[src/hdl/status_pkg.sv]
// shared constants for the status byte and service request block
package status_pkg;

    localparam int BYTE_W = 8;
    localparam int SCPI_W = 16;
    localparam int DATA_W = 16;

    // status byte bit positions
    localparam int BIT_UNUSED = 0;
    localparam int BIT_DEVICE = 1;
    localparam int BIT_ERRQ = 2;
    localparam int BIT_QUEST = 3;
    localparam int BIT_MSG = 4;
    localparam int BIT_STDEV = 5;
    localparam int BIT_MASTER = 6;
    localparam int BIT_OPER = 7;

    // bits that may raise a service request: never the master bit nor the unused bit
    localparam logic [7:0] SRQ_SOURCE_MASK = 8'hBE;
    // bits that may take part in the individual status flag: master bit included
    localparam logic [7:0] IST_SOURCE_MASK = 8'hFE;
    // top bit of every 16-bit lower-level register always reads zero
    localparam logic [15:0] SCPI_USED_MASK = 16'h7FFF;

    localparam logic [7:0] SERVICE_MASK_RESET = 8'h00;
    localparam logic [7:0] PARALLEL_MASK_RESET = 8'h00;
    localparam logic [15:0] ENABLE_RESET = 16'h0000;
    localparam logic [15:0] EVENT_RESET = 16'h0000;

    typedef enum logic [3:0] {
        CMD_SERVICE_MASK_WR = 4'h0,
        CMD_SERVICE_MASK_RD = 4'h1,
        CMD_PARALLEL_MASK_WR = 4'h2,
        CMD_PARALLEL_MASK_RD = 4'h3,
        CMD_STATUS_BYTE_QUERY = 4'h4,
        CMD_SERIAL_POLL = 4'h5,
        CMD_INDIVIDUAL_STATUS_QUERY = 4'h6,
        CMD_PARALLEL_POLL = 4'h7,
        CMD_DEVICE_EVENT_RD = 4'h8,
        CMD_QUEST_EVENT_RD = 4'h9,
        CMD_OPER_EVENT_RD = 4'hA,
        CMD_STD_EVENT_RD = 4'hB,
        CMD_DEVICE_ENABLE_WR = 4'hC,
        CMD_QUEST_ENABLE_WR = 4'hD,
        CMD_OPER_ENABLE_WR = 4'hE,
        CMD_STD_ENABLE_WR = 4'hF
    } command_e;

endpackage

[src/hdl/status_byte_service.sv]
// status byte, service request and individual status logic with its command port
`timescale 1ns/1ns
`default_nettype none
// Functional notes
// - bit 6 is the OR of every other status bit ANDed with its service mask bit
// - service mask bit 6 takes no part in the master bit or requests
// - a 0 to 1 change of an enabled status bit raises a service request
// - bit 1 follows the device status register sum bit
// - bit 2 shows a non-empty error queue; each new entry requests service when enabled
// - bit 3 follows the questionable register sum bit
// - bit 4 shows a response message waiting in the output queue
// - bit 5 follows the standard event register sum through its mask
// - bit 7 follows the operation register sum bit
// - status byte query and serial poll both return the current status byte
// - controller writes and reads back the service request mask
// - individual flag is OR of status bits ANDed with parallel mask, bit 6 included
// - parallel poll and individual status query both report the individual flag
// - controller writes and reads back the parallel poll mask
// - each lower sum bit is the OR of event bits ANDed with enable bits
// - reading a lower event part clears it, which may drop its summary bit
module status_byte_service #(
    parameter int SCPI_WIDTH = status_pkg::SCPI_W
) (
    input wire logic clock,
    input wire logic rst_b,
    input wire logic [SCPI_WIDTH-1:0] deviceCondition,
    input wire logic [SCPI_WIDTH-1:0] questCondition,
    input wire logic [SCPI_WIDTH-1:0] operCondition,
    input wire logic [status_pkg::BYTE_W-1:0] stdEventSet,
    input wire logic errorQueueNotEmpty,
    input wire logic errorQueuePush,
    input wire logic messageWaiting,
    input wire logic cmdValid,
    input wire logic [3:0] cmdCode,
    input wire logic [status_pkg::DATA_W-1:0] cmdData,
    output logic respValid,
    output logic [status_pkg::DATA_W-1:0] respData,
    output logic serviceRequest,
    output logic individualStatusFlag,
    output logic [status_pkg::BYTE_W-1:0] statusSummaryByte
);

    status_pkg::command_e cmd;
    logic [7:0] serviceMask_q;
    logic [7:0] parallelMask_q;
    logic [SCPI_WIDTH-1:0] devPrev_q;
    logic [SCPI_WIDTH-1:0] questPrev_q;
    logic [SCPI_WIDTH-1:0] operPrev_q;
    logic [7:0] enabledPrev_q;
    logic [7:0] stb_q;
    logic ist_q;
    logic srq_q;
    logic srq_d;
    logic respValid_q;
    logic [15:0] respData_q;
    logic [15:0] respData_d;
    logic [7:0] sourceBits;
    logic [7:0] stbRaw;
    logic [7:0] srqEnabled;
    logic [7:0] risingEnabled;
    logic masterBit;
    logic istNow;
    logic devSum;
    logic questSum;
    logic operSum;
    logic stdSum;
    logic [SCPI_WIDTH-1:0] devEvent;
    logic [SCPI_WIDTH-1:0] questEvent;
    logic [SCPI_WIDTH-1:0] operEvent;
    logic [7:0] stdEvent;
    logic [SCPI_WIDTH-1:0] devEnable;
    logic [SCPI_WIDTH-1:0] questEnable;
    logic [SCPI_WIDTH-1:0] operEnable;
    logic [7:0] stdEnable;
    logic [SCPI_WIDTH-1:0] usedMask;

    assign cmd = status_pkg::command_e'(cmdCode);
    assign usedMask = SCPI_WIDTH'(status_pkg::SCPI_USED_MASK);

    // condition inputs come from logic on this clock; events latch on 0 to 1 only
    always_ff @(posedge clock)
    begin
        if (!rst_b)
        begin
            devPrev_q <= '0;
            questPrev_q <= '0;
            operPrev_q <= '0;
        end
        else
        begin
            devPrev_q <= deviceCondition;
            questPrev_q <= questCondition;
            operPrev_q <= operCondition;
        end
    end

    status_event_register #(
        .WIDTH(SCPI_WIDTH)
    ) deviceReg (
        .clock(clock),
        .rst_b(rst_b),
        .setBits(deviceCondition & ~devPrev_q & usedMask),
        .readClear(cmdValid && cmd == status_pkg::CMD_DEVICE_EVENT_RD),
        .enableWrite(cmdValid && cmd == status_pkg::CMD_DEVICE_ENABLE_WR),
        .enableData(cmdData[SCPI_WIDTH-1:0] & usedMask),
        .eventBits(devEvent),
        .enableBits(devEnable),
        .summary(devSum)
    );

    status_event_register #(
        .WIDTH(SCPI_WIDTH)
    ) questReg (
        .clock(clock),
        .rst_b(rst_b),
        .setBits(questCondition & ~questPrev_q & usedMask),
        .readClear(cmdValid && cmd == status_pkg::CMD_QUEST_EVENT_RD),
        .enableWrite(cmdValid && cmd == status_pkg::CMD_QUEST_ENABLE_WR),
        .enableData(cmdData[SCPI_WIDTH-1:0] & usedMask),
        .eventBits(questEvent),
        .enableBits(questEnable),
        .summary(questSum)
    );

    status_event_register #(
        .WIDTH(SCPI_WIDTH)
    ) operReg (
        .clock(clock),
        .rst_b(rst_b),
        .setBits(operCondition & ~operPrev_q & usedMask),
        .readClear(cmdValid && cmd == status_pkg::CMD_OPER_EVENT_RD),
        .enableWrite(cmdValid && cmd == status_pkg::CMD_OPER_ENABLE_WR),
        .enableData(cmdData[SCPI_WIDTH-1:0] & usedMask),
        .eventBits(operEvent),
        .enableBits(operEnable),
        .summary(operSum)
    );

    // standard events arrive as pulses, already edge-qualified upstream
    status_event_register #(
        .WIDTH(status_pkg::BYTE_W)
    ) stdReg (
        .clock(clock),
        .rst_b(rst_b),
        .setBits(stdEventSet),
        .readClear(cmdValid && cmd == status_pkg::CMD_STD_EVENT_RD),
        .enableWrite(cmdValid && cmd == status_pkg::CMD_STD_ENABLE_WR),
        .enableData(cmdData[status_pkg::BYTE_W-1:0]),
        .eventBits(stdEvent),
        .enableBits(stdEnable),
        .summary(stdSum)
    );

    // sources kept apart from the master bit so its sum never feeds back on itself
    always_comb
    begin
        sourceBits = '0;
        sourceBits[status_pkg::BIT_DEVICE] = devSum;
        sourceBits[status_pkg::BIT_ERRQ] = errorQueueNotEmpty;
        sourceBits[status_pkg::BIT_QUEST] = questSum;
        sourceBits[status_pkg::BIT_MSG] = messageWaiting;
        sourceBits[status_pkg::BIT_STDEV] = stdSum;
        sourceBits[status_pkg::BIT_OPER] = operSum;
    end
    assign stbRaw = sourceBits | (8'(masterBit) << status_pkg::BIT_MASTER);
    assign srqEnabled = sourceBits & serviceMask_q & status_pkg::SRQ_SOURCE_MASK;

    masked_summary #(
        .WIDTH(status_pkg::BYTE_W)
    ) masterSum (
        .bits(srqEnabled),
        .mask(status_pkg::SRQ_SOURCE_MASK),
        .summary(masterBit)
    );

    masked_summary #(
        .WIDTH(status_pkg::BYTE_W)
    ) istSum (
        .bits(stbRaw),
        .mask(parallelMask_q & status_pkg::IST_SOURCE_MASK),
        .summary(istNow)
    );

    assign risingEnabled = srqEnabled & ~enabledPrev_q;

    // request holds until a serial poll or until no enabled source stays set;
    // a new rise in the poll cycle wins so it is not lost
    always_comb
    begin
        srq_d = srq_q;
        if ((cmdValid && cmd == status_pkg::CMD_SERIAL_POLL) || !masterBit)
            srq_d = 1'b0;
        if (|risingEnabled)
            srq_d = 1'b1;
        if (errorQueuePush && serviceMask_q[status_pkg::BIT_ERRQ])
            srq_d = 1'b1;
    end

    always_ff @(posedge clock)
    begin
        if (!rst_b)
        begin
            srq_q <= 1'b0;
            enabledPrev_q <= '0;
            stb_q <= '0;
            ist_q <= 1'b0;
        end
        else
        begin
            srq_q <= srq_d;
            enabledPrev_q <= srqEnabled;
            stb_q <= stbRaw;
            ist_q <= istNow;
        end
    end

    always_ff @(posedge clock)
    begin
        if (!rst_b)
            serviceMask_q <= status_pkg::SERVICE_MASK_RESET;
        else if (cmdValid && cmd == status_pkg::CMD_SERVICE_MASK_WR)
            serviceMask_q <= cmdData[7:0];
    end

    always_ff @(posedge clock)
    begin
        if (!rst_b)
            parallelMask_q <= status_pkg::PARALLEL_MASK_RESET;
        else if (cmdValid && cmd == status_pkg::CMD_PARALLEL_MASK_WR)
            parallelMask_q <= cmdData[7:0];
    end

    // every command gets a one-cycle answer; writes answer with zero
    always_comb
    begin
        respData_d = '0;
        case (cmd)
            status_pkg::CMD_SERVICE_MASK_RD: respData_d = {8'h00, serviceMask_q};
            status_pkg::CMD_PARALLEL_MASK_RD: respData_d = {8'h00, parallelMask_q};
            status_pkg::CMD_STATUS_BYTE_QUERY: respData_d = {8'h00, stbRaw};
            status_pkg::CMD_SERIAL_POLL: respData_d = {8'h00, stbRaw};
            status_pkg::CMD_INDIVIDUAL_STATUS_QUERY: respData_d = {15'h0000, istNow};
            status_pkg::CMD_PARALLEL_POLL: respData_d = {15'h0000, istNow};
            status_pkg::CMD_DEVICE_EVENT_RD: respData_d = 16'(devEvent);
            status_pkg::CMD_QUEST_EVENT_RD: respData_d = 16'(questEvent);
            status_pkg::CMD_OPER_EVENT_RD: respData_d = 16'(operEvent);
            status_pkg::CMD_STD_EVENT_RD: respData_d = {8'h00, stdEvent};
            default: respData_d = '0;
        endcase
    end

    always_ff @(posedge clock)
    begin
        if (!rst_b)
        begin
            respValid_q <= 1'b0;
            respData_q <= '0;
        end
        else
        begin
            respValid_q <= cmdValid;
            respData_q <= cmdValid ? respData_d : '0;
        end
    end

    assign respValid = respValid_q;
    assign respData = respData_q;
    assign serviceRequest = srq_q;
    assign individualStatusFlag = ist_q;
    assign statusSummaryByte = stb_q;
endmodule
`default_nettype wire

[src/hdl/masked_summary.sv]
// or-reduction of a vector gated bit by bit with an enable mask
`timescale 1ns/1ns
`default_nettype none
module masked_summary #(
    parameter int WIDTH = 8
) (
    input wire logic [WIDTH-1:0] bits,
    input wire logic [WIDTH-1:0] mask,
    output logic summary
);

    assign summary = |(bits & mask);

endmodule
`default_nettype wire

[src/hdl/status_event_register.sv]
// event part with enable part and sum bit of one lower-level status register
`timescale 1ns/1ns
`default_nettype none
module status_event_register #(
    parameter int WIDTH = 16
) (
    input wire logic clock,
    input wire logic rst_b,
    input wire logic [WIDTH-1:0] setBits,
    input wire logic readClear,
    input wire logic enableWrite,
    input wire logic [WIDTH-1:0] enableData,
    output logic [WIDTH-1:0] eventBits,
    output logic [WIDTH-1:0] enableBits,
    output logic summary
);

    logic [WIDTH-1:0] event_q;
    logic [WIDTH-1:0] event_d;
    logic [WIDTH-1:0] enable_q;

    // a set arriving with the read still lands, so no event is lost
    always_comb
    begin
        event_d = (readClear ? '0 : event_q) | setBits;
    end

    always_ff @(posedge clock)
    begin
        if (!rst_b)
            event_q <= WIDTH'(status_pkg::EVENT_RESET);
        else
            event_q <= event_d;
    end

    always_ff @(posedge clock)
    begin
        if (!rst_b)
            enable_q <= WIDTH'(status_pkg::ENABLE_RESET);
        else if (enableWrite)
            enable_q <= enableData;
    end

    masked_summary #(
        .WIDTH(WIDTH)
    ) sumBit (
        .bits(event_q),
        .mask(enable_q),
        .summary(summary)
    );

    assign eventBits = event_q;
    assign enableBits = enable_q;

endmodule
`default_nettype wire

[config.mk]
export PLATFORM = sky130hd
export DESIGN_NAME = status_byte_service
export DESIGN_NICKNAME = d
export VERILOG_FILES = /design/src/hdl/status_pkg.sv /design/src/hdl/status_byte_service.sv /design/src/hdl/masked_summary.sv /design/src/hdl/status_event_register.sv
export SDC_FILE = /design/constraint.sdc
export NUM_CORES = 1
export LEC_CHECK = 0
export CAP_MARGIN = 0
export CORE_MARGIN = 5
export CORE_UTILIZATION = 55
export DETAILED_ROUTE_END_ITERATION = 8
export DONT_BUFFER_PORTS = 1
export PLACE_DENSITY = 0.7
export SLEW_MARGIN = 10
export SYNTH_ARGS = -nofsm -noshare
export SYNTH_HDL_FRONTEND = slang
export SYNTH_SLANG_ARGS = --single-unit
[constraint.sdc]
create_clock -name clock -period 3.5 [get_ports clock]
set_clock_uncertainty 0.05 [all_clocks]
set_input_delay 0.175 -clock clock [delete_from_list [all_inputs] [get_ports clock]]
set_output_delay 0.175 -clock clock [all_outputs]
set_load 0.01 [all_outputs]
==> results of run 1 <==
cell families after synthesis:
logic type / Yosys count
flops: 198
simple gates: 297
buf+inv: 87
compound gates: 205
mux: 22
other cells: 1
stage by stage:
stage / worst slack, ns / total power, mW / cells / hold slack (ns) / utilization, %
2_1_floorplan: 1.881 / 2.623 / 811 / 0.2316 / -
3_3_place_gp: 1.493 / 2.671 / 943 / 0.2405 / 56.68
3_5_place_dp: 1.392 / 2.681 / 943 / 0.2418 / 56.68
6_report: 1.217 / 4.795 / 1093 / 0.02436 / 70.69
4_1_cts: 1.222 / 4.799 / 1090 / 0.007131 / 70.59
5_1_grt: 1.043 / 4.951 / 1093 / 0.02331 / 70.69
cells in the mapped netlist, types with 2 or more instances:
| cell type | n | area, um^2 |
|---|---|---|
| o21ai_1 | 22 | 110.1 |
| nand2_1 | 207 | 777.0 |
| nor3_1 | 5 | 25.02 |
| clkbuf_1 | 17 | 63.81 |
| and3_1 | 2 | 12.51 |
| nor2_1 | 35 | 131.4 |
| buf_4 | 3 | 22.52 |
| a221oi_1 | 4 | 35.03 |
| dfxtp_1 | 198 | 3964 |
| a41oi_1 | 2 | 17.52 |
| mux2i_1 | 20 | 200.2 |
| a22oi_1 | 33 | 247.7 |
| o21ai_0 | 37 | 185.2 |
| nor2_2 | 2 | 12.51 |
| a222oi_1 | 7 | 70.07 |
| buf_2 | 16 | 80.08 |
| a22oi_2 | 4 | 50.05 |
| o21ai_2 | 2 | 17.52 |
| a31oi_1 | 7 | 43.79 |
| buf_1 | 4 | 15.01 |
| o21a_1 | 4 | 30.03 |
| a21oi_1 | 73 | 365.4 |
| nor2b_1 | 6 | 37.54 |
| or3_1 | 2 | 12.51 |
| nand4_1 | 4 | 25.02 |
| nand2b_1 | 2 | 12.51 |
| or2_2 | 3 | 18.77 |
| nand3_2 | 3 | 30.03 |
| nand4_2 | 2 | 25.02 |
| inv_1 | 46 | 172.7 |
| nand3_1 | 6 | 30.03 |
| and2_1 | 9 | 56.30 |
cell type report:
cell class | count | area, um^2
Clock buffer | 19 | 442.9
Clock inverter | 13 | 168.9
Sequential cell | 198 | 3964
Fill cell | 954 | 3714
Tap cell | 172 | 215.2
Multi-Input combinational cell | 526 | 2823
Inverter | 46 | 172.7
Antenna cell | 2 | 5.005
Timing Repair Buffer | 117 | 1166
how the worst max path moves through the flow:
stage | startpoint | end | slack, ns | cells past startpoint
floorplan | stdReg.eventBits[0] | respData[0] | 1.88 | 5
global placement | operReg.eventBits[6] | respData[6] | 1.49 | 5
detailed placement | operReg.eventBits[6] | respData[6] | 1.39 | 5
CTS | rst_b | respData[0] | 1.22 | 5
global route | rst_b | respData[3] | 1.04 | 4
finish | rst_b | respData[0] | 1.22 | 5
registers in the layout, summed over array words and instances, names as in the netlist:
register and flops:
serviceRequest 1, operReg.eventBits 15, stdReg.eventBits 8, questReg.enableBits 15
individualStatusFlag 1, respData 15, operPrev_q 15, questReg.eventBits 15
questPrev_q 15, operReg.enableBits 15, deviceReg.enableBits 15, serviceMask_q 8
respValid 1, enabledPrev_q 6, parallelMask_q 8, deviceReg.eventBits 15
devPrev_q 15, stdReg.enableBits 8, statusSummaryByte 7
power groups by stage:
| stage | combinational [mW] | sequential, mW | clock, mW |
|---|---|---|---|
| 6_report | 0.321 | 2.45 | 2.02 |
| 3_3_place_gp | 0.176 | 2.49 | 0 |
| 3_5_place_dp | 0.184 | 2.50 | 0 |
| 4_1_cts | 0.310 | 2.45 | 2.04 |
| 5_1_grt | 0.351 | 2.46 | 2.14 |
| 2_1_floorplan | 0.171 | 2.45 | 0 |
worst reg2reg max path, stage by stage, from the launching register on:
cell and delay (ns):
dfxtp_1 0.37, a222oi_1 0.42, nand3_1 0.30, o21a_1 0.30
o41ai_1 0.46, a31oi_1 0.15
routing by layer:
layer	up-vias	global-route usage [%]	wire length, um
met5	-	0	0
met4	0	13.35	776
met3	65	8.765	2044
met2	311	46.94	10020
met1	2949	36.47	8647
li1	2939	-	-
layout by cell type (no fill, tap or decap), drive strengths merged, types with 3 or more instances in the layout:
master	Yosys	routed
a21oi	74	74
a221oi	4	4
a222oi	7	7
a22oi	37	37
a31oi	7	7
and2	9	9
bufinv	0	3
clkbuf	17	19
clkinv	0	4
dfxtp	198	198
dlygate4sd3	0	115
inv	46	51
mux2i	20	20
nand2	207	207
nand2b	3	3
nand3	9	9
nand4	6	6
nor2	37	37
nor2b	6	6
nor3	6	6
o21a	4	4
o21ai	61	61
or2	5	5
==> results.sh, run 1 <==
export IMPL_synthFlopType="dfxtp_1"
export IMPL_vias=6264
export IMPL_hold_viol_final=0
export IMPL_synth_fa_ha_area_share_pct=0
export IMPL_ys_warn_count=0
export IMPL_overflow=0
export IMPL_synth_top_family_by_area="simple AND/OR/NAND/NOR gates"
export IMPL_finalWirelength_um=21490
export IMPL_htreeDepth=4
export IMPL_area_growth_pct=25.31
export IMPL_die_h_um=124
export IMPL_crit_family="buffers and inverters"
export IMPL_io_buffers=0
export IMPL_tightest_slew_ns=0.9696
export IMPL_cts_tree="yes"
export IMPL_required_ns=3.81
export IMPL_post_dp_cell_area_um2=7182
export IMPL_period_needed_ns=2.283
export IMPL_grt_pass1_wl_um=33770
export IMPL_wl_per_cell_um=19.66
export IMPL_async_reset_ff_share_pct=0
export IMPL_worstPathCellList="dlygate4sd3_1 > and2_1 > nand3_1 > a21o_1 > a31oi_1"
export IMPL_drv_cap=0
export IMPL_path_buf_inv=1
export IMPL_nNetsFinal=988
export IMPL_dp_hpwl_um=13720
export IMPL_ant_nets=0
export IMPL_cts_buffers_inserted=17
export IMPL_io_pins=109
export IMPL_via_per_inst=5.731
export IMPL_insertion_delay_ns=0.44
export IMPL_grt_pass1_vias=6311
export IMPL_synth_mux_area_share_pct=3.273
export IMPL_drtIter0Drc=726
export IMPL_clkTransAtPathRegs_ns=0.07
export IMPL_slowest_delay_ns=1.17
export IMPL_period_share_pct=65.22
export IMPL_slew_headroom_pct=35.12
export IMPL_fmax_mhz=438.1
export IMPL_synth_cell_types=55
export IMPL_worstReg2RegStart="operReg.eventBits[6]"
export IMPL_rsz0062_at_grt="no"
export IMPL_hold_path_depth=3
export IMPL_drive_above_1_share_pct=6.311
export IMPL_start_kind="input pin"
export IMPL_ys_seq_area_share_pct=55.45
export IMPL_hold_start="cmdCode[2]"
export IMPL_p_clk_share_pct=42.2
export IMPL_grtUsageTotal_pct=29.31
export IMPL_drc=0
export IMPL_worstSetupPathType="input pin to flip-flop"
export IMPL_whs_endpoint="respData[7]"
export IMPL_p_leak_nw=3.606
export IMPL_cts_sinks=198
export IMPL_final_setup_tns_ns=0
export IMPL_core_area_um2=12670
export IMPL_cp_slowest_cell="dlygate4sd3_1"
export IMPL_status="complete, no violations"
export IMPL_peakVddDrop_v=0.0004455
export IMPL_initial_utilization_pct=56.41
export IMPL_die_w_um=124
export IMPL_rows=41
export IMPL_synth_compound_area_share_pct=17.73
export IMPL_synthXorXnorAreaFrac_pct=0
export IMPL_maxSlewViolCount=0
export IMPL_drt_pass1_iterations=6
export IMPL_crit_path_end_kind="flip-flop"
export IMPL_grt_antenna_before_repair=2
export IMPL_arrival_ns=2.59
export IMPL_fin_area_um2=8957
export IMPL_setup_viol=0
export IMPL_power_density_nw_per_um2=535.3
export IMPL_reg2reg_slack_ns=1.29
export IMPL_cts_root_buffer="clkbuf_16"
export IMPL_synthCells=810
export IMPL_path_max_fanout=37
export IMPL_comb_power_share_pct=6.7
export IMPL_worstReg2RegEnd="respData[6]"
export IMPL_cts_buffer_depth=2
export IMPL_die_area_um2=15380
export IMPL_p_sw_share_pct=23.60
export IMPL_ys_ff_latch=198
export IMPL_seq_power_share_pct=51.1
export IMPL_hold_path_class="input pin to flip-flop"
export IMPL_synth_edf_count=0
export IMPL_r2r_cells=5
export IMPL_place_gp_congestion=0.9595
export IMPL_cts_hold_buf=115
export IMPL_synthSimpleGateAreaFrac_pct=18.38
export IMPL_ctsResizeCount=0
export IMPL_syn_avg_cell_area_um2=8.825
export IMPL_synth_cell_area_um2=7148
export IMPL_grt_max_degree=86
export IMPL_p_int_mw=3.663
export IMPL_p_switching_mw=1.132
export IMPL_postCtsSetupBuffers=0
Power figures use the tool's default switching activity.
==> run 2: changes to the inputs <==
- PLACE_DENSITY: 0.7 -> 0.73
- clock period: 3.5 -> 1.85 ns (I/O delays scaled with it)
==> run 2 against run 1 <==
  * The flow now finishes with violations (negative setup slack)
  * Combinational power rose to 2.5 times the previous value
  * Routed wire length up 11%
  * Sequential share of layout area down 1.9 points
  * Via count up 6.5%
  * Critical path depth unchanged
  * Non-clock buffer count up 52
  * Highest routed layer unchanged
  * Worst setup slack worse by 1.3 ns
  * Total power up 92%
==> results.sh, run 2 (synthesis results as in run 1) <==
export IMPL_fin_ws_ns=-0.04961
export IMPL_dp_cells=990
export IMPL_crit_path_end_kind="flip-flop"
export IMPL_drive_above_1_share_pct=11.33
export IMPL_hold_start="cmdCode[3]"
export IMPL_p_clk_share_pct=41.3
export IMPL_final_cell_mix="207 x nand2_1, 196 x dfxtp_1, 119 x dlygate4sd3_1"
export IMPL_fin_area_um2=9375
export IMPL_via_per_inst=5.826
export IMPL_worstSetupPathType="flip-flop to flip-flop"
export IMPL_worstReg2RegStart="questReg.eventBits[2]"
export IMPL_power_density_nw_per_um2=979.9
export IMPL_path_max_fanout=4
export IMPL_slew_headroom_pct=45.20
export IMPL_drt_met1_wl_um=9251
export IMPL_rows=41
export IMPL_r2r_cells=5
export IMPL_hold_path_class="input pin to flip-flop"
export IMPL_required_ns=2.13
export IMPL_initial_utilization_pct=56.41
export IMPL_period_share_pct=102.7
export IMPL_hold_viol_final=0
export IMPL_p_switching_mw=2.176
export IMPL_hold_path_depth=4
export IMPL_overflow=0
export IMPL_grtUsageTotal_pct=31.83
export IMPL_grt_pass1_wl_um=36180
export IMPL_p_int_mw=7.011
export IMPL_ant_nets=0
export IMPL_drtIter0Drc=751
export IMPL_peakVddDrop_v=0.0007963
export IMPL_p_leak_nw=3.875
export IMPL_cts_sinks=198
export IMPL_setup_viol=4
export IMPL_cts_tree="yes"
export IMPL_grt_pass1_vias=6497
export IMPL_nNetsFinal=1040
export IMPL_die_w_um=124
export IMPL_period_needed_ns=1.900
export IMPL_fmax_mhz=526.4
export IMPL_rsz0062_at_grt="yes"
export IMPL_drt_pass1_iterations=9
export IMPL_violations="negative setup slack"
export IMPL_power_mw=9.187
export IMPL_htreeDepth=4
export IMPL_area_growth_pct=31.16
export IMPL_comb_power_share_pct=8.8
export IMPL_mostFrequentLayoutCell="nand2_1"
export IMPL_cts_buffer_depth=2
export IMPL_p_sw_share_pct=23.68
export IMPL_die_area_um2=15380
export IMPL_met2WireLength_um=11560
export IMPL_arrival_ns=2.17
export IMPL_cts_root_buffer="clkbuf_16"
export IMPL_worstReg2RegEnd="serviceRequest"
export IMPL_final_cells=1145
export IMPL_nFillCells=909
export IMPL_drv_cap=0
export IMPL_vias=6671
export IMPL_clkTransAtPathRegs_ns=0.07
export IMPL_place_gp_congestion=0.9338
export IMPL_finalWirelength_um=23800
export IMPL_maxSlewViolCount=0
export IMPL_route_met3_wl_um=2310
export IMPL_highest_layer="met4"
export IMPL_reg2reg_slack_ns=-0.05
export IMPL_dp_hpwl_um=14880
export IMPL_seq_power_share_pct=49.9
export IMPL_tightest_slew_ns=0.8192
export IMPL_grt_max_degree=48
export IMPL_insertion_delay_ns=0.44
export IMPL_core_area_um2=12670
export IMPL_grt_antenna_before_repair=2
export IMPL_start_kind="flip-flop"
export IMPL_wl_per_cell_um=20.79
export IMPL_drc=0
export IMPL_io_buffers=0
export IMPL_cts_buffers_inserted=17
export IMPL_status="finished, violations left"
export IMPL_whs_endpoint="respData[5]"
export IMPL_io_pins=109
export IMPL_post_dp_cell_area_um2=7535
export IMPL_die_h_um=124
==> run 2: cell count changes in the layout (fill, tap and decap cells not counted), sizes merged <==
cell	change
buf	+48
clkinvlp	+1
dlygate4sd3	+4
clkbuf	+2
inv	-3
==> run 2: layout make-up <==
class / instances / area, um^2 / share of cell area [%]
Timing Repair Buffer: 169 / 1567 / 16.71
Tap cell: 172 / 215.2 / 2.295
Antenna cell: 2 / 5.005 / 0.05338
Clock inverter: 11 / 146.4 / 1.561
Sequential cell: 198 / 3966 / 42.31
Clock buffer: 21 / 450.4 / 4.804
Multi-Input combinational cell: 526 / 2853 / 30.43
Inverter: 46 / 172.7 / 1.842
==> run 2: what timing repair did <==
item | in CTS | in global routing
hold buffers | 119 | 0
setup buffers | 2 | 0
gates resized for setup | 4 | 3
pin swaps | 8 | 2
hold endpoints to repair | 185 | 0
setup endpoints to repair | 4 | 19
==> run 2: how the worst max path moves through the flow <==
stage	start	end	slack (ns)	depth (start not counted)
CTS	operReg.eventBits[6]	respData[0]	-0.005	5
floorplan	stdReg.eventBits[0]	respData[0]	0.23	5
finish	questReg.eventBits[2]	serviceRequest	-0.05	5
global route	deviceReg.enableBits[10]	respData[0]	-0.10	5
detailed placement	questReg.eventBits[1]	serviceRequest	-0.07	5
global placement	operReg.eventBits[6]	respData[0]	-0.05	5
==> run 2: power groups by stage <==
stage	clock network, mW	registers [mW]	logic (mW)
2_1_floorplan	0	4.64	0.324
3_3_place_gp	0	4.67	0.504
3_5_place_dp	0	4.67	0.514
4_1_cts	3.77	4.58	0.772
5_1_grt	4.00	4.60	0.860
6_report	3.79	4.58	0.809
==> run 2: per-stage QoR <==
| stage | hold WS, ns | utilization [%] | setup TNS (ns) | worst slack [ns] |
|---|---|---|---|---|
| after floorplan | 0.1491 | - | 0 | 0.2305 |
| after global placement | 0.1563 | 59.46 | -0.05890 | -0.04535 |
| after detailed placement | 0.1618 | 59.46 | -0.1602 | -0.07287 |
| after CTS | 0.009324 | 73.83 | -0.005157 | -0.005157 |
| after global routing | 0.04391 | 73.97 | -0.3295 | -0.1047 |
| final | 0.01362 | 73.99 | -0.1574 | -0.04961 |
==> run 2: per-layer routing <==
metal	up-vias	track usage [%]
met1	3166	40.34
li1	3050	-
met3	60	6.131
met4	0	12.39
met2	395	53.67
met5	-	0
==> run 2: worst max-delay path, stage by stage (launching register included) <==
cell	delay, ns
dfxtp_1	0.35
a222oi_1	0.34
nand3_1	0.29
o21ai_2	0.28
a41oi_1	0.15
o41a_1	0.33
==> run 3: changes to the inputs <==
- CORE_ASPECT_RATIO: default -> 0.8
- SETUP_SLACK_MARGIN: default -> 0.3
==> run 3 against run 2 <==
  * The flow finishes with violations (negative hold slack, negative setup slack)
  * Global-route usage shrank 0.69 points
  * Worst setup slack got worse by 0.0056 ns
  * Combinational power is 2% higher
  * Routed wire length increased by 1.1%
  * Maximum frequency down 0.29%
  * Cell count up 0.79%
  * Sequential share of layout area fell by 0.91 points
  * Count of clock-buffer cells in the layout fell by 1
  * Core utilization is 1.1 points higher
  * Total power rose by 1.9%
==> results.sh, run 3 (synthesis results as in run 1) <==
export IMPL_status="finished, violations left"
export IMPL_violations="negative hold slack, negative setup slack"
export IMPL_setup_viol=4
export IMPL_cts_buffers_inserted=17
export IMPL_htreeDepth=4
export IMPL_grtUsageTotal_pct=31.14
export IMPL_via_per_inst=5.821
export IMPL_place_gp_congestion=1.040
export IMPL_grt_met2_usage_pct=48.60
export IMPL_hold_viol_final=3
export IMPL_arrival_ns=2.15
export IMPL_die_w_um=137.5
export IMPL_cts_tree="yes"
export IMPL_crit_path_end_kind="flip-flop"
export IMPL_grt_antenna_before_repair=1
export IMPL_nNetsFinal=1047
export IMPL_drc=0
export IMPL_io_pins=109
export IMPL_drtIter0Drc=890
export IMPL_period_share_pct=103.0
export IMPL_power_density_nw_per_um2=976.1
export IMPL_die_area_um2=15390
export IMPL_hold_path_class="input pin to flip-flop"
export IMPL_ant_nets=0
export IMPL_hold_path_depth=4
export IMPL_cts_root_buffer="clkbuf_16"
export IMPL_core_area_um2=12780
export IMPL_vias=6718
export IMPL_period_needed_ns=1.905
export IMPL_path_max_fanout=4
export IMPL_start_kind="flip-flop"
export IMPL_worstReg2RegEnd="respData[6]"
export IMPL_drt_pass1_iterations=6
export IMPL_rsz0062_at_grt="yes"
export IMPL_use_met1_pct=42.36
export IMPL_finalWirelength_um=24070
export IMPL_clkTransAtPathRegs_ns=0.07
export IMPL_final_cell_mix="205 x nand2_1, 193 x dfxtp_1, 126 x dlygate4sd3_1"
export IMPL_peakVddDrop_v=0.0006929
export IMPL_use_met3_pct=7.227
export IMPL_hold_start="cmdCode[1]"
export IMPL_reg2reg_slack_ns=-0.06
export IMPL_worstReg2RegStart="questReg.enableBits[1]"
export IMPL_insertion_delay_ns=0.44
export IMPL_initial_utilization_pct=55.94
export IMPL_nFillCells=906
export IMPL_wl_per_cell_um=20.86
export IMPL_fin_ws_ns=-0.05522
export IMPL_worstSetupPathType="flip-flop to flip-flop"
export IMPL_die_h_um=112.0
export IMPL_pre_cts_ws_ns=-0.08258
export IMPL_fmax_mhz=524.9
export IMPL_dp_hpwl_um=15140
export IMPL_p_leak_nw=3.943
export IMPL_grt_pass1_vias=6571
export IMPL_required_ns=2.10
export IMPL_holdWs_ns=-0.01866
export IMPL_drive_above_1_share_pct=12.78
export IMPL_area_growth_pct=34.17
export IMPL_mostFrequentLayoutCell="nand2_1"
export IMPL_whs_endpoint="questReg.enableBits[1]"
export IMPL_slew_headroom_pct=54.76
export IMPL_io_buffers=0
export IMPL_grt_max_degree=48
export IMPL_maxSlewViolCount=0
export IMPL_cts_sinks=198
export IMPL_grt_pass1_wl_um=36430
export IMPL_overflow=0
export IMPL_rows=37
export IMPL_top_usage_layer="met2"
export IMPL_r2r_cells=5
export IMPL_tightest_slew_ns=0.6786
export IMPL_cts_buffer_depth=2
export IMPL_drv_cap=0
==> run 3: cell types whose count changed in the layout (fill, tap and decap cells not counted), moves of 3 or more <==
cell           change
dlygate4sd3_1      +7
buf_4              -4
clkbuf_1           -3
clkinv_2           -3
dfxtp_1            -3
dfxtp_2            +3
or2_2              -3
or2_4              +3
==> run 3: per-layer routing <==
| metal | wire (um) | share of wire, % | vias to the layer above |
|---|---|---|---|
| met2 | 11070 | 46 | 373 |
| met3 | 2440 | 10 | 56 |
| met5 | 0 | 0 | - |
| met1 | 9950 | 41 | 3245 |
| li1 | - | - | 3044 |
| met4 | 613 | 2.5 | 0 |
==> run 3: critical path, stage by stage (launching register included) <==
cell      delay, ns
dfxtp_2        0.32
a222oi_1       0.45
nand3_2        0.27
o21a_1         0.27
o41ai_2        0.27
a31oi_1        0.14
==> run 3: stage by stage <==
| step | area [um^2] | TNS [ns] | cells | total power [mW] | utilization, % |
|---|---|---|---|---|---|
| floorplan | 7158 | 0 | 811 | 4.964 | - |
| global placement | 7507 | -0.04910 | 988 | 5.157 | 58.75 |
| detailed placement | 7507 | -0.2850 | 988 | 5.178 | 58.75 |
| CTS | 9465 | 0 | 1149 | 9.288 | 74.08 |
| global route | 9590 | -0.5366 | 1154 | 9.616 | 75.06 |
| finish | 9590 | -0.1402 | 1154 | 9.361 | 75.06 |
==> run 3: area by class of cell <==
| class | count | area (um^2) | area share [%] |
|---|---|---|---|
| multi-input cells | 526 | 2938 | 30.63 |
| inverters | 46 | 172.7 | 1.800 |
| clock buffers | 20 | 466.7 | 4.866 |
| diodes | 1 | 2.502 | 0.02609 |
| repair buffers | 176 | 1654 | 17.25 |
| clock inverters | 12 | 167.7 | 1.748 |
| well taps | 175 | 219.0 | 2.283 |
| flip-flops and latches | 198 | 3970 | 41.40 |
==> run 3: how the worst max path moves through the flow <==
stage,startpoint,to,slack [ns],cells past startpoint
after floorplan,questReg.enableBits[1],respData[0],0.24,5
after global placement,questReg.enableBits[1],respData[0],-0.03,5
after detailed placement,questReg.enableBits[1],serviceRequest,-0.08,5
after CTS,questReg.eventBits[1],serviceRequest,0.01,5
after global routing,questReg.enableBits[1],serviceRequest,-0.14,5
final,questReg.enableBits[1],respData[6],-0.06,5
==> run 3: power by group <==
group          leakage, nW  total (mW)  internal (mW)  switching [mW]
logic                 2.01       0.823          0.402           0.421
clock network        0.301        3.94           2.26            1.68
registers             1.63        4.59           4.46           0.139
total                 3.94        9.36           7.12            2.24
==> run 3: what timing repair did <==
action                                 CTS  global route
hold buffers                           126             2
pin swaps                               15            10
endpoints found under the hold margin  186             3
resized for setup                       13            18
cloned                                   0             0
setup endpoints to repair               12            26
setup buffers                            3             1
